===== src/logic/ieee_consts.vh =====
// Purpose: Shared constants for the instrument-side bus addressing block.
// Assumes: Included by bare name from the design files of this block.
// Notes: Offsets are APB byte addresses; codes are seven-bit bus command values.
`ifndef IEEE_CONSTS_VH
`define IEEE_CONSTS_VH

// Register map (byte addresses on APB).
`define IEEE_CFG_OFS 12'h000
`define IEEE_STAT_OFS 12'h004
`define IEEE_MEAS_OFS 12'h008

// Configuration field: bus address in bits 4:0, shipped value 28.
`define IEEE_ADDR_LSB 0
`define IEEE_ADDR_W 5
`define IEEE_ADDR_RST 5'h1C

// Status field positions.
`define IEEE_ST_REMOTE 0
`define IEEE_ST_ADDRESSED 1
`define IEEE_ST_LISTEN 2
`define IEEE_ST_TALK 3
`define IEEE_ST_LOCKOUT 4
`define IEEE_ST_MEAS_LSB 8

// Address group prefixes and universal / addressed commands (ATN true).
`define IEEE_LAG_PFX 2'h1
`define IEEE_TAG_PFX 2'h2
`define IEEE_CMD_UNL 7'h3F
`define IEEE_CMD_UNT 7'h5F
`define IEEE_CMD_GTL 7'h01
`define IEEE_CMD_SDC 7'h04
`define IEEE_CMD_LLO 7'h11
`define IEEE_CMD_DCL 7'h14

// Measurement selection codes, equal to the digit after the M character.
`define IEEE_MEAS_W 2
`define IEEE_MEAS_AC 2'h1
`define IEEE_MEAS_SINAD 2'h2
`define IEEE_MEAS_DIST 2'h3
`define IEEE_MEAS_RST 2'h1

// Command characters received as data.
`define IEEE_CH_M 7'h4D
`define IEEE_CH_ZERO 4'h3

// Result message: sign, five mantissa digits, E, sign, two exponent digits, LF.
`define IEEE_MSG_LEN 4'hB
`define IEEE_ERR_MANT 20'h90096
`define IEEE_ERR_EXP 8'h05

`endif


===== src/logic/ieee_talk_ram.v =====
// Purpose: Small buffer that holds the formatted result bytes for talking.
// Assumes: One write port and one read port on the same clock.
// Notes: Read data come out of a register, one cycle after rd_en.
module ieee_talk_ram #(
  parameter WIDTH = 8,
  parameter AW = 4
) (
  input wire pclk,
  input wire presetn,
  input wire wr_en,
  input wire [AW-1:0] wr_addr,
  input wire [WIDTH-1:0] wr_data,
  input wire rd_en,
  input wire [AW-1:0] rd_addr,
  output reg [WIDTH-1:0] rd_data
);

  // Storage array; contents need no reset because they are written before use.
  reg [WIDTH-1:0] mem [0:(1<<AW)-1];

  // Write port.
  always @(posedge pclk) begin
    if (wr_en) begin
      mem[wr_addr] <= wr_data;
    end
  end

  // Registered read port, cleared at reset so the output is never unknown.
  always @(posedge pclk or negedge presetn) begin
    if (!presetn) begin
      rd_data <= {WIDTH{1'b0}};
    end else if (rd_en) begin
      rd_data <= mem[rd_addr];
    end
  end

endmodule


===== src/logic/ieee_addr.v =====
// Purpose: Instrument-side bus addressing, remote/local control and data messages.
// Assumes: Bus bytes arrive already handshaken, one pulse per byte, synchronous to pclk.
// Notes: Serial poll, abort and handshake timing live outside this block.
//
// Design decisions made here: the placing of the registers and the APB register port.
`include "ieee_consts.vh"

// How it works
// - Own listen address without REN: addressed, local
// - Another device's address unaddresses this device
// - REN plus listen address enters remote, addressed
// - REN first, remote only once addressed
// - Addressed Local message returns local, stays addressed
// - Local key returns local unless locked out
// - Lockout in remote disables all keys including local key
// - REN false clears lockout, returns local
// - Talk address sends result, no remote
// - Distortion without signal reports error 96
// - Listened M2 selects SINAD, lights lamp
// - All seven low data bits decoded
// - Clear message resets selection to AC level
// - Bus address defaults to 28
module ieee_addr (
  input wire pclk,
  input wire presetn,
  // APB slave.
  input wire psel,
  input wire penable,
  input wire pwrite,
  input wire [11:0] paddr,
  input wire [31:0] pwdata,
  output wire pready,
  output wire pslverr,
  output reg [31:0] prdata,
  // Bus side, bytes already accepted by the handshake logic.
  input wire ren,
  input wire atn,
  input wire bus_byte_valid,
  input wire [7:0] bus_byte_data,
  input wire talk_take,
  output wire talk_valid,
  output wire [7:0] talk_data,
  output reg talk_last,
  // Front panel.
  input wire local_key,
  input wire ac_level_key,
  input wire sinad_key,
  input wire distortion_select_key,
  output wire remote_lamp,
  output wire addressed_lamp,
  output wire ac_level_lamp,
  output wire sinad_lamp,
  output wire distortion_lamp,
  // Measurement engine.
  input wire signal_absent,
  input wire [19:0] result_mant,
  input wire [7:0] result_exp,
  output wire [1:0] meas_select
);

  // Talk sequencer states.
  localparam TK_IDLE = 2'h0;
  localparam TK_FILL = 2'h1;
  localparam TK_FETCH = 2'h2;
  localparam TK_SHOW = 2'h3;

  reg [4:0] bus_addr_r; // Configured bus address.
  reg listen_r; // Addressed to listen.
  reg talk_r; // Addressed to talk.
  reg remote_r; // Remote control.
  reg lockout_r; // Local lockout in force.
  reg [1:0] meas_r; // Selected measurement.
  reg got_m_r; // Last data byte was the M character.
  reg [1:0] tk_state_r; // Talk sequencer state.
  reg [3:0] fill_idx_r; // Byte being written into the buffer.
  reg [3:0] rd_idx_r; // Byte being sent.
  reg err_snap_r; // Error condition latched for this message.
  reg [19:0] mant_snap_r; // Mantissa latched for this message.
  reg [7:0] exp_snap_r; // Exponent latched for this message.
  wire [7:0] ram_q; // Buffer read data.

  // Seven-bit command/data value; the eighth line carries no meaning here.
  wire [6:0] cmd = bus_byte_data[6:0];
  wire cmd_ev = bus_byte_valid && atn;
  wire data_ev = bus_byte_valid && !atn;

  // Address match helper, used for both listen and talk groups.
  function addr_is;
    input [6:0] c;
    input [1:0] pfx;
    input [4:0] a;
    begin
      addr_is = (c[6:5] == pfx) && (c[4:0] == a);
    end
  endfunction

  // Formats one result character. Error condition forces the error mantissa.
  function [7:0] fmt_byte;
    input [3:0] idx;
    input [19:0] mant;
    input [7:0] ex;
    reg [3:0] d;
    begin
      d = 4'h0;
      fmt_byte = 8'h2B;
      case (idx)
        4'h0: fmt_byte = 8'h2B;
        4'h1: d = mant[19:16];
        4'h2: d = mant[15:12];
        4'h3: d = mant[11:8];
        4'h4: d = mant[7:4];
        4'h5: d = mant[3:0];
        4'h6: fmt_byte = 8'h45;
        4'h7: fmt_byte = 8'h2B;
        4'h8: d = ex[7:4];
        4'h9: d = ex[3:0];
        4'hA: fmt_byte = 8'h0A;
        default: fmt_byte = 8'h0A;
      endcase
      if ((idx >= 4'h1 && idx <= 4'h5) || idx == 4'h8 || idx == 4'h9) begin
        fmt_byte = {`IEEE_CH_ZERO, d};
      end
    end
  endfunction

  wire my_listen = cmd_ev && addr_is(cmd, `IEEE_LAG_PFX, bus_addr_r);
  wire my_talk = cmd_ev && addr_is(cmd, `IEEE_TAG_PFX, bus_addr_r);
  // Any other primary address, excluding the unlisten/untalk codes.
  wire other_addr = cmd_ev && !my_listen && !my_talk &&
                    (cmd[6:5] == `IEEE_LAG_PFX || cmd[6:5] == `IEEE_TAG_PFX) &&
                    cmd != `IEEE_CMD_UNL && cmd != `IEEE_CMD_UNT;
  // Keys are dead while the lockout holds in remote, the local key included.
  wire keys_live = !(remote_r && lockout_r);
  wire clear_ev = cmd_ev && (cmd == `IEEE_CMD_DCL ||
                  (cmd == `IEEE_CMD_SDC && listen_r));

  // Addressing state. REN falling has highest priority so a late address
  // cannot leave the device stuck in remote.
  always @(posedge pclk or negedge presetn) begin
    if (!presetn) begin
      listen_r <= 1'b0;
      talk_r <= 1'b0;
      remote_r <= 1'b0;
      lockout_r <= 1'b0;
    end else begin
      if (my_listen) begin
        listen_r <= 1'b1;
      end else if (other_addr || (cmd_ev && cmd == `IEEE_CMD_UNL)) begin
        listen_r <= 1'b0;
      end
      if (my_talk) begin
        talk_r <= 1'b1;
      end else if (other_addr || (cmd_ev && cmd == `IEEE_CMD_UNT)) begin
        talk_r <= 1'b0;
      end
      if (!ren) begin
        remote_r <= 1'b0;
        lockout_r <= 1'b0;
      end else begin
        if (my_listen) begin
          remote_r <= 1'b1;
        end else if (cmd_ev && cmd == `IEEE_CMD_GTL && listen_r) begin
          remote_r <= 1'b0;
        end else if (local_key && keys_live) begin
          remote_r <= 1'b0;
        end
        if (cmd_ev && cmd == `IEEE_CMD_LLO) begin
          lockout_r <= 1'b1;
        end
      end
    end
  end

  // Measurement selection from listened commands, clear and the front panel.
  // Front-panel selection keys act only in local control.
  always @(posedge pclk or negedge presetn) begin
    if (!presetn) begin
      meas_r <= `IEEE_MEAS_RST;
      got_m_r <= 1'b0;
    end else begin
      if (clear_ev) begin
        meas_r <= `IEEE_MEAS_AC;
        got_m_r <= 1'b0;
      end else if (data_ev && listen_r) begin
        got_m_r <= (cmd == `IEEE_CH_M);
        if (got_m_r && {1'b0, cmd[6:4]} == `IEEE_CH_ZERO && cmd[3:0] >= 4'h1 &&
            cmd[3:0] <= 4'h3) begin
          meas_r <= cmd[1:0];
        end
      end else if (!remote_r && keys_live) begin
        if (ac_level_key) begin
          meas_r <= `IEEE_MEAS_AC;
        end else if (sinad_key) begin
          meas_r <= `IEEE_MEAS_SINAD;
        end else if (distortion_select_key) begin
          meas_r <= `IEEE_MEAS_DIST;
        end
      end
    end
  end

  // Talk sequencer: latch the result, format it into the buffer, then hand
  // it out one byte per take. Losing the talk address aborts the message.
  always @(posedge pclk or negedge presetn) begin
    if (!presetn) begin
      tk_state_r <= TK_IDLE;
      fill_idx_r <= 4'h0;
      rd_idx_r <= 4'h0;
      err_snap_r <= 1'b0;
      mant_snap_r <= 20'h00000;
      exp_snap_r <= 8'h00;
      talk_last <= 1'b0;
    end else if (!talk_r && !my_talk) begin
      tk_state_r <= TK_IDLE;
      talk_last <= 1'b0;
    end else begin
      case (tk_state_r)
        TK_IDLE: begin
          if (my_talk) begin
            err_snap_r <= (meas_r == `IEEE_MEAS_DIST) && signal_absent;
            mant_snap_r <= result_mant;
            exp_snap_r <= result_exp;
            fill_idx_r <= 4'h0;
            rd_idx_r <= 4'h0;
            tk_state_r <= TK_FILL;
          end
        end
        TK_FILL: begin
          fill_idx_r <= fill_idx_r + 4'h1;
          if (fill_idx_r == `IEEE_MSG_LEN - 4'h1) begin
            tk_state_r <= TK_FETCH;
          end
        end
        TK_FETCH: begin
          talk_last <= (rd_idx_r == `IEEE_MSG_LEN - 4'h1);
          tk_state_r <= TK_SHOW;
        end
        TK_SHOW: begin
          if (talk_take) begin
            rd_idx_r <= rd_idx_r + 4'h1;
            tk_state_r <= talk_last ? TK_IDLE : TK_FETCH;
          end
        end
        default: tk_state_r <= TK_IDLE;
      endcase
    end
  end

  // Error code 96 is sent as mantissa 90096 with exponent 5.
  wire [19:0] tx_mant = err_snap_r ? `IEEE_ERR_MANT : mant_snap_r;
  wire [7:0] tx_exp = err_snap_r ? `IEEE_ERR_EXP : exp_snap_r;

  ieee_talk_ram #(
    .WIDTH(8),
    .AW(4)
  ) u_ram (
    .pclk(pclk),
    .presetn(presetn),
    .wr_en(tk_state_r == TK_FILL),
    .wr_addr(fill_idx_r),
    .wr_data(fmt_byte(fill_idx_r, tx_mant, tx_exp)),
    .rd_en(tk_state_r == TK_FETCH),
    .rd_addr(rd_idx_r),
    .rd_data(ram_q)
  );

  assign talk_valid = (tk_state_r == TK_SHOW);
  assign talk_data = ram_q;

  // APB slave: zero wait states; unmapped addresses answer with an error.
  wire apb_acc = psel && penable;
  wire hit_cfg = (paddr == `IEEE_CFG_OFS);
  wire hit_stat = (paddr == `IEEE_STAT_OFS);
  wire hit_meas = (paddr == `IEEE_MEAS_OFS);
  assign pready = 1'b1;
  assign pslverr = apb_acc && !(hit_cfg || hit_stat || hit_meas);

  // Configuration write; the address takes effect on the next bus byte.
  always @(posedge pclk or negedge presetn) begin
    if (!presetn) begin
      bus_addr_r <= `IEEE_ADDR_RST;
    end else if (apb_acc && pwrite && hit_cfg) begin
      bus_addr_r <= pwdata[`IEEE_ADDR_LSB +: `IEEE_ADDR_W];
    end
  end

  // Read data registered at the end of the setup phase.
  always @(posedge pclk or negedge presetn) begin
    if (!presetn) begin
      prdata <= 32'h00000000;
    end else if (psel && !penable && !pwrite) begin
      prdata <= 32'h00000000;
      if (hit_cfg) begin
        prdata[`IEEE_ADDR_LSB +: `IEEE_ADDR_W] <= bus_addr_r;
      end else if (hit_stat) begin
        prdata[`IEEE_ST_REMOTE] <= remote_r;
        prdata[`IEEE_ST_ADDRESSED] <= listen_r || talk_r;
        prdata[`IEEE_ST_LISTEN] <= listen_r;
        prdata[`IEEE_ST_TALK] <= talk_r;
        prdata[`IEEE_ST_LOCKOUT] <= lockout_r;
        prdata[`IEEE_ST_MEAS_LSB +: 2] <= meas_r;
      end else if (hit_meas) begin
        prdata[1:0] <= meas_r;
      end
    end
  end

  // Lamps follow the state directly.
  assign remote_lamp = remote_r;
  assign addressed_lamp = listen_r || talk_r;
  assign ac_level_lamp = (meas_r == `IEEE_MEAS_AC);
  assign sinad_lamp = (meas_r == `IEEE_MEAS_SINAD);
  assign distortion_lamp = (meas_r == `IEEE_MEAS_DIST);
  assign meas_select = meas_r;

endmodule


===== config.mk =====
export PLATFORM = sky130hd
export DESIGN_NAME = ieee_addr
export DESIGN_NICKNAME = d
export VERILOG_FILES = /design/src/logic/ieee_talk_ram.v /design/src/logic/ieee_addr.v
export VERILOG_INCLUDE_DIRS = /design/src /design/src/logic
export SDC_FILE = /design/constraint.sdc
export NUM_CORES = 1
export LEC_CHECK = 0
export BUFFER_PORTS_ARGS = -buffer_cell sky130_fd_sc_hd__buf_2
export CORE_MARGIN = 1
export CORE_UTILIZATION = 51
export DETAILED_ROUTE_END_ITERATION = 10
export GPL_ROUTABILITY_DRIVEN = 0
export PLACE_DENSITY = 0.77
export SLEW_MARGIN = 20
export SYNTH_ARGS = -nofsm -noshare
export SYNTH_HDL_FRONTEND = slang
export SYNTH_SLANG_ARGS = --single-unit

===== constraint.sdc =====
create_clock -name pclk -period 2.28 [get_ports pclk]
set_input_delay 0.228 -clock pclk [delete_from_list [all_inputs] [get_ports pclk]]
set_output_delay 0.228 -clock pclk [all_outputs]
set_load 0.03 [all_outputs]

# ---- Word-level counts from Yosys, hierarchy flattened
# Memory sizes are Yosys's and may differ from the RTL's. A register that Yosys moved wholly into a read port is not among the register bits.
# Index checks and enable logic that the tools add are counted.
dict set report classes {
  n_addsub 2
  n_mul 0
  n_div 0
  magnitude_cmp 4
  eq_ne 40
  shifts 0
  n_mux 44
  bitwise 1
  n_reduce_logical 70
}
# op n
set ops {}
lappend ops {{1-bit logical AND} 34}
lappend ops {{2-bit two-way mux} 16}
lappend ops {{4-bit case mux with 7 select lines} 1}
lappend ops {{20-bit two-way mux} 1}
lappend ops {{4-bit by 3-bit == test with 1-bit output, second input constant} 4}
lappend ops {{4-bit == test, second input constant} 4}
lappend ops {{1-bit two-way mux} 16}
lappend ops {{8-bit two-way mux} 2}
lappend ops {{4-bit case mux with 2 select lines} 2}
lappend ops {{7-bit by 5-bit == test with 1-bit output, second input constant} 2}
lappend ops {{7-bit == test, second input constant} 2}
lappend ops {{7-bit case mux with 2 select lines} 1}
lappend ops {{12-bit by 3-bit == test with 1-bit output, second input constant} 1}
lappend ops {{12-bit by 4-bit == test with 1-bit output, second input constant} 1}
lappend ops {{12-bit logical NOT} 1}
lappend ops {{3-bit AND reduction} 4}
lappend ops {{2-bit nonzero test} 6}
lappend ops {{2-bit == test, second input constant} 5}
lappend ops {{1-bit logical NOT} 10}
lappend ops {{1-bit logical OR} 9}
lappend ops {{9-bit OR reduction} 1}
lappend ops {{4-bit by 1-bit adder with 4-bit output, second input constant} 2}
lappend ops {{4-bit by 2-bit == test with 1-bit output, second input constant} 2}
lappend ops {{4-bit by 1-bit greater-or-equal comparator with 1-bit output, second input constant} 2}
lappend ops {{other kinds (26)} 32}
dict set report totals {
  ff_bits 59
  latchBits 0
  ramBits 128
  mem_bits_ro 0
  in_bits 94
  mem_count 1
}
# name depth width read_ports rd_ports_with_merged_regs wr line_no
set memory_table {}
lappend memory_table {u_ram.mem 16 8 1 1 1 ieee_talk_ram.v:19} ;# reg [WIDTH-1:0] mem [0:(1<<AW)-1];

# ---- Longest topological paths before layout
dict set report depth {
  depth_word 12
  mapped_depth 9
}

# ---- Cells and area by module
# From an unflattened synthesis, not the netlist that was laid out.
dict set report hier_totals {
  hier_cells 607
  hier_area_um2 8961.1
}
# module n_inst cells_each area_each_um2 seq_area_each_um2
set by_module_without_submodules {}
lappend by_module_without_submodules {ieee_talk_ram 1 240 5331.4 4043.9}
lappend by_module_without_submodules {ieee_addr 1 367 3629.7 1481.4}

# ---- Worst setup path after synthesis
# No wires, ideal clock.
dict set report synth_path {
  kind {register to register}
  from {register fill_idx_r[1]}
  to {memory u_ram.mem[0][1], data pin}
  setup_ns 0.330
  arrival_time_ns 2.088
  slack_ns -0.138
  stages_incl_launch_ff 8
  path_buffers 1
  path_cell_list {dfrtp_1 -> inv_1 -> ha_1 -> clkbuf_1 -> a22oi_1 -> o32ai_1 -> a21oi_1 -> o21ai_0}
}
dict set report synth_via {
  elab_chain_len 5
  elab_cells_between_ends 19
  cone_classes {order compare: 2; eq/ne: 9; mux: 3; reduce/logical: 5}
}
# item line_no
set synth_lines {}
lappend synth_lines {{from (decl)} ieee_addr.v:75} ;# reg [3:0] fill_idx_r;
lappend synth_lines {{from (signal assigned)} ieee_addr.v:229} ;# fill_idx_r <= fill_idx_r + 4'h1;
lappend synth_lines {{4-bit by 1-bit greater-or-equal comparator with 1-bit output or 4-bit by 3-bit <= comparator with 1-bit output (tied branches)} ieee_addr.v:120} ;# if ((idx >= 4'h1 && idx <= 4'h5) || idx == 4'h8 || idx == 4'h9) begin
lappend synth_lines {{1-bit logical AND} ieee_addr.v:120}
lappend synth_lines {{1-bit logical OR (2 in a row)} ieee_addr.v:120}
lappend synth_lines {{8-bit two-way mux (*)} ieee_addr.v:120}
lappend synth_lines {{net u_ram.wr_data[1]} ieee_talk_ram.v:12} ;# input wire [WIDTH-1:0] wr_data,
lappend synth_lines {{to (decl)} ieee_talk_ram.v:19}
# Mark *: on every way through the listed nets, which the timed path passes. The rest lies on a longest branch.

# ---- Worst setup path after layout
dict set report layout_path {
  from {register fill_idx_r[1]}
  to {memory u_ram.mem[7][3], data pin}
}
# The elaborated chain is that of the path after synthesis.

==> flow_metrics.env <==
export IMPL_status="completed"
export IMPL_reg2reg_to="u_ram.mem[7][3]"
export IMPL_dpl_cell_area_sq_um=9080
export IMPL_whs_ns=0.0240
export IMPL_crit_fanout=16
export IMPL_p_per_area_nw_per_um2=714
export IMPL_antenna_left=0
export IMPL_nets=838
export IMPL_synth_seq_cells=178
export IMPL_power_frac_seq=0.507
export IMPL_crit_buf_inv=3
export IMPL_swShare=0.234
export IMPL_grt_setup_unrepaired="no"
export IMPL_async_flop_share=0.371
export IMPL_cts_num_sinks=178
export IMPL_maxCapViolations=0
export IMPL_wl_met1_mm=7.33
export IMPL_start_util=0.521
export IMPL_slew_violations=0
export IMPL_path_cells="inv_1 -> ha_1 -> buf_4 -> a22o_1 -> a22oi_1 -> a21oi_1 -> o21ai_0 -> nand2_1 -> buf_4"
export IMPL_pwr_share_comb=0.064
export IMPL_slew_headroom=0.347
export IMPL_viasPerCell=5.79
export IMPL_synth_flop_cell="edfxtp_1"
export IMPL_totalPowerFinal_mw=6.94
export IMPL_final_util=0.612
export IMPL_period_share=0.946
export IMPL_clock_skew_ns=0.00823
export IMPL_cts_clk_slew_worst_paths_ns=0.07
export IMPL_fin_tns_setup_ns=0
export IMPL_cts_tree="done"
export IMPL_tightest_slew_ns=0.979
export IMPL_min_to="mant_snap_r[16]"
export IMPL_die_x_um=129
export IMPL_grt_pass1_wl_mm=28.4
export IMPL_drcViolationCount=0
export IMPL_drt_iter0_drc=441
export IMPL_h_tree_depth=4
export IMPL_drive_above_1_share=0.321
export IMPL_crit_arrival_ns=2.33
export IMPL_hp_start="result_mant[16]"
export IMPL_syn_area_per_cell_sq_um=13.3
export IMPL_dp_slack_ns=0.0572
export IMPL_met2WireLength_mm=9.36
export IMPL_yosys_warnings=0
export IMPL_die_area_sq_um=16700
export IMPL_rows=46
export IMPL_worst_path_max_delay_cell="dfrtp_1"
export IMPL_drtPass1Iterations=5
export IMPL_min_path_cells=2
export IMPL_finalNonFillerCells=964
export IMPL_dp_cells=931
export IMPL_p_switching_mw=1.62
export IMPL_diodes=0
export IMPL_max_clock_freq_ghz=0.464
export IMPL_wl_per_cell_um=18.8
export IMPL_highest_layer="met4"
export IMPL_worst_slack_ns=0.123
export IMPL_core_sq_um=15900
export IMPL_dp_hpwl_mm=12.5
export IMPL_reg2reg_depth=9
export IMPL_dr_wl_met3_mm=1.24
export IMPL_start_kind="register"
export IMPL_slowest_delay_ns=0.40
export IMPL_fillers=1236
export IMPL_grt_use_total=0.229
export IMPL_numCtsBuffers=17
export IMPL_crit_top_cell="buf_4"
export IMPL_r2r_setup_slack_ns=0.12
export IMPL_reg2reg_from="fill_idx_r[1]"
export IMPL_clockBufferDepth=2
export IMPL_yosysSeqAreaShare=0.606
export IMPL_via_count=5578
export IMPL_setup_viol=0
export IMPL_vdd_drop_max_v=0.000620
export IMPL_synth_edf_count=112
export IMPL_crit_type="reg2reg"
export IMPL_grt_max_degree=32
export IMPL_cp_data_required_time_ns=2.45
export IMPL_ios=145
export IMPL_path_delay_family="compound AO/OA/AOI/OAI gates"
export IMPL_endpoint_kind="register"
export IMPL_ys_types=61
export IMPL_clkLatencyLatePin_ns=0.44
export IMPL_area_growth_pct=17.4
export IMPL_p_leak_nw=3.86
export IMPL_portBuffers=89
export IMPL_grt_overflow=0
export IMPL_synthCells=622
export IMPL_final_area_sq_um=9720
export IMPL_power_frac_clock=0.429
export IMPL_die_h_um=129
export IMPL_synth_cell_area_sq_um=8280
export IMPL_routed_wl_mm=18.1
export IMPL_hold_violations=0
export IMPL_period_needed_ns=2.16
export IMPL_antenna_found_initial=0
export IMPL_min_path_type="in2reg"
export IMPL_p_int_mw=5.32
export IMPL_cts_root_buffer="clkbuf_16"
export IMPL_first_global_vias=5620
## per-layer routing
metal | GRT usage | vias to the layer above
met3 | 0.0628 | 19
met1 | 0.275 | 2809
met4 | 0.0720 | 0
met5 | 0 | -
met2 | 0.402 | 242
li1 | - | 2508
## cell usage after synthesis (3+ instances only)
cell / number / share of area
mux2_2: 45 / 0.061
a21o_1: 7 / 0.0063
a22o_1: 5 / 0.0053
xor2_1: 5 / 0.0053
o211ai_1: 3 / 0.0027
nand3b_1: 3 / 0.0027
a22oi_1: 5 / 0.0045
and3_1: 5 / 0.0038
o22ai_1: 14 / 0.011
edfxtp_1: 112 / 0.41
dfstp_2: 4 / 0.013
a31oi_1: 7 / 0.0053
inv_1: 17 / 0.0077
clkbuf_1: 19 / 0.0086
dfrtp_1: 62 / 0.19
ha_1: 9 / 0.014
o31ai_1: 5 / 0.0045
nand3_1: 13 / 0.0079
nor3_1: 13 / 0.0079
nand2_1: 29 / 0.013
a21oi_1: 26 / 0.016
nor2b_1: 7 / 0.0053
nor4_1: 5 / 0.0038
or3_1: 4 / 0.0030
buf_4: 31 / 0.028
mux2i_1: 22 / 0.027
o21ai_0: 28 / 0.017
or2_2: 4 / 0.0030
nand2b_1: 13 / 0.0098
nor2_1: 36 / 0.016
buf_2: 6 / 0.0036
mux4_2: 18 / 0.049
and2_1: 4 / 0.0030
o21bai_1: 3 / 0.0027
## state kept, by name, summed over array words and instances (netlist names), 2 cells and up
signal,count
prdata,7
u_ram.mem,112
tk_state_r,2
u_ram.rd_data,7
bus_addr_r,5
meas_select,2
mant_snap_r,20
rd_idx_r,4
exp_snap_r,8
fill_idx_r,4
## logic make-up after synthesis
kind of cell               Yosys count  synth area share
AOI/OAI and AO/OA                  119            0.0914
xor gates and xnor gates             6           0.00726
adders and majority gates            9            0.0136
buffers and inverters               75            0.0499
DFF                                178             0.606
muxes                               85             0.137
other                                2          0.000907
and+or+nand+nor                    148            0.0937
## layout by cell type, fill, tap and decap left out, types with 6 or more instances in the layout
| cell | instances |
|---|---|
| conb_1 | 27 |
| o22ai_1 | 14 |
| a21oi_1 | 25 |
| dfrtp_1 | 61 |
| nor2_1 | 36 |
| mux2_2 | 45 |
| a21o_1 | 6 |
| a31oi_1 | 7 |
| ha_1 | 8 |
| edfxtp_1 | 112 |
| inv_1 | 17 |
| buf_4 | 32 |
| nor2b_1 | 7 |
| nand2_1 | 29 |
| nand3_1 | 13 |
| nand2b_1 | 13 |
| mux4_2 | 18 |
| buf_2 | 89 |
| o21ai_0 | 27 |
| mux2i_1 | 22 |
| nor3_1 | 13 |
| clkbuf_16 | 17 |
## area by class of cell
| cell class | instances | area, sq um | share of cell area |
|---|---|---|---|
| Inverter | 17 | 63.8 | 0.00657 |
| Tap cell | 216 | 270 | 0.0278 |
| Clock inverter | 14 | 171 | 0.0176 |
| Clock buffer | 18 | 439 | 0.0452 |
| Timing Repair Buffer | 127 | 796 | 0.0819 |
| Multi-Input combinational cell | 394 | 2960 | 0.304 |
| Sequential cell | 178 | 5020 | 0.517 |
## power groups by stage
| stage | logic (mW) | registers, mW | clock network, mW |
|---|---|---|---|
| finish | 0.442 | 3.52 | 2.98 |
| global route | 0.480 | 3.52 | 3.14 |
| CTS | 0.435 | 3.52 | 3.03 |
| detailed placement | 0.432 | 3.59 | 0 |
| global placement | 0.415 | 3.58 | 0 |
| floorplan | 0.275 | 3.58 | 0 |
## worst max-delay path by stage
stage,start,end,slack [ns],cells past startpoint
after global placement,fill_idx_r[1],u_ram.mem[0][0],0.16,6
after floorplan,fill_idx_r[0],u_ram.mem[0][2],0.04,8
after global routing,fill_idx_r[1],u_ram.mem[0][3],0.02,9
after CTS,fill_idx_r[0],u_ram.mem[5][2],0.02,6
after detailed placement,fill_idx_r[1],u_ram.mem[0][0],0.06,6
final,fill_idx_r[1],u_ram.mem[7][3],0.12,9
## timing repair
action	4_1_cts	5_1_grt
hold buffers	1	0
endpoints found under the setup margin	0	48
setup buffers	0	0
hold endpoints to repair	25	0
gates resized for setup	0	3
Note: power is estimated with default switching activity, not from simulation.
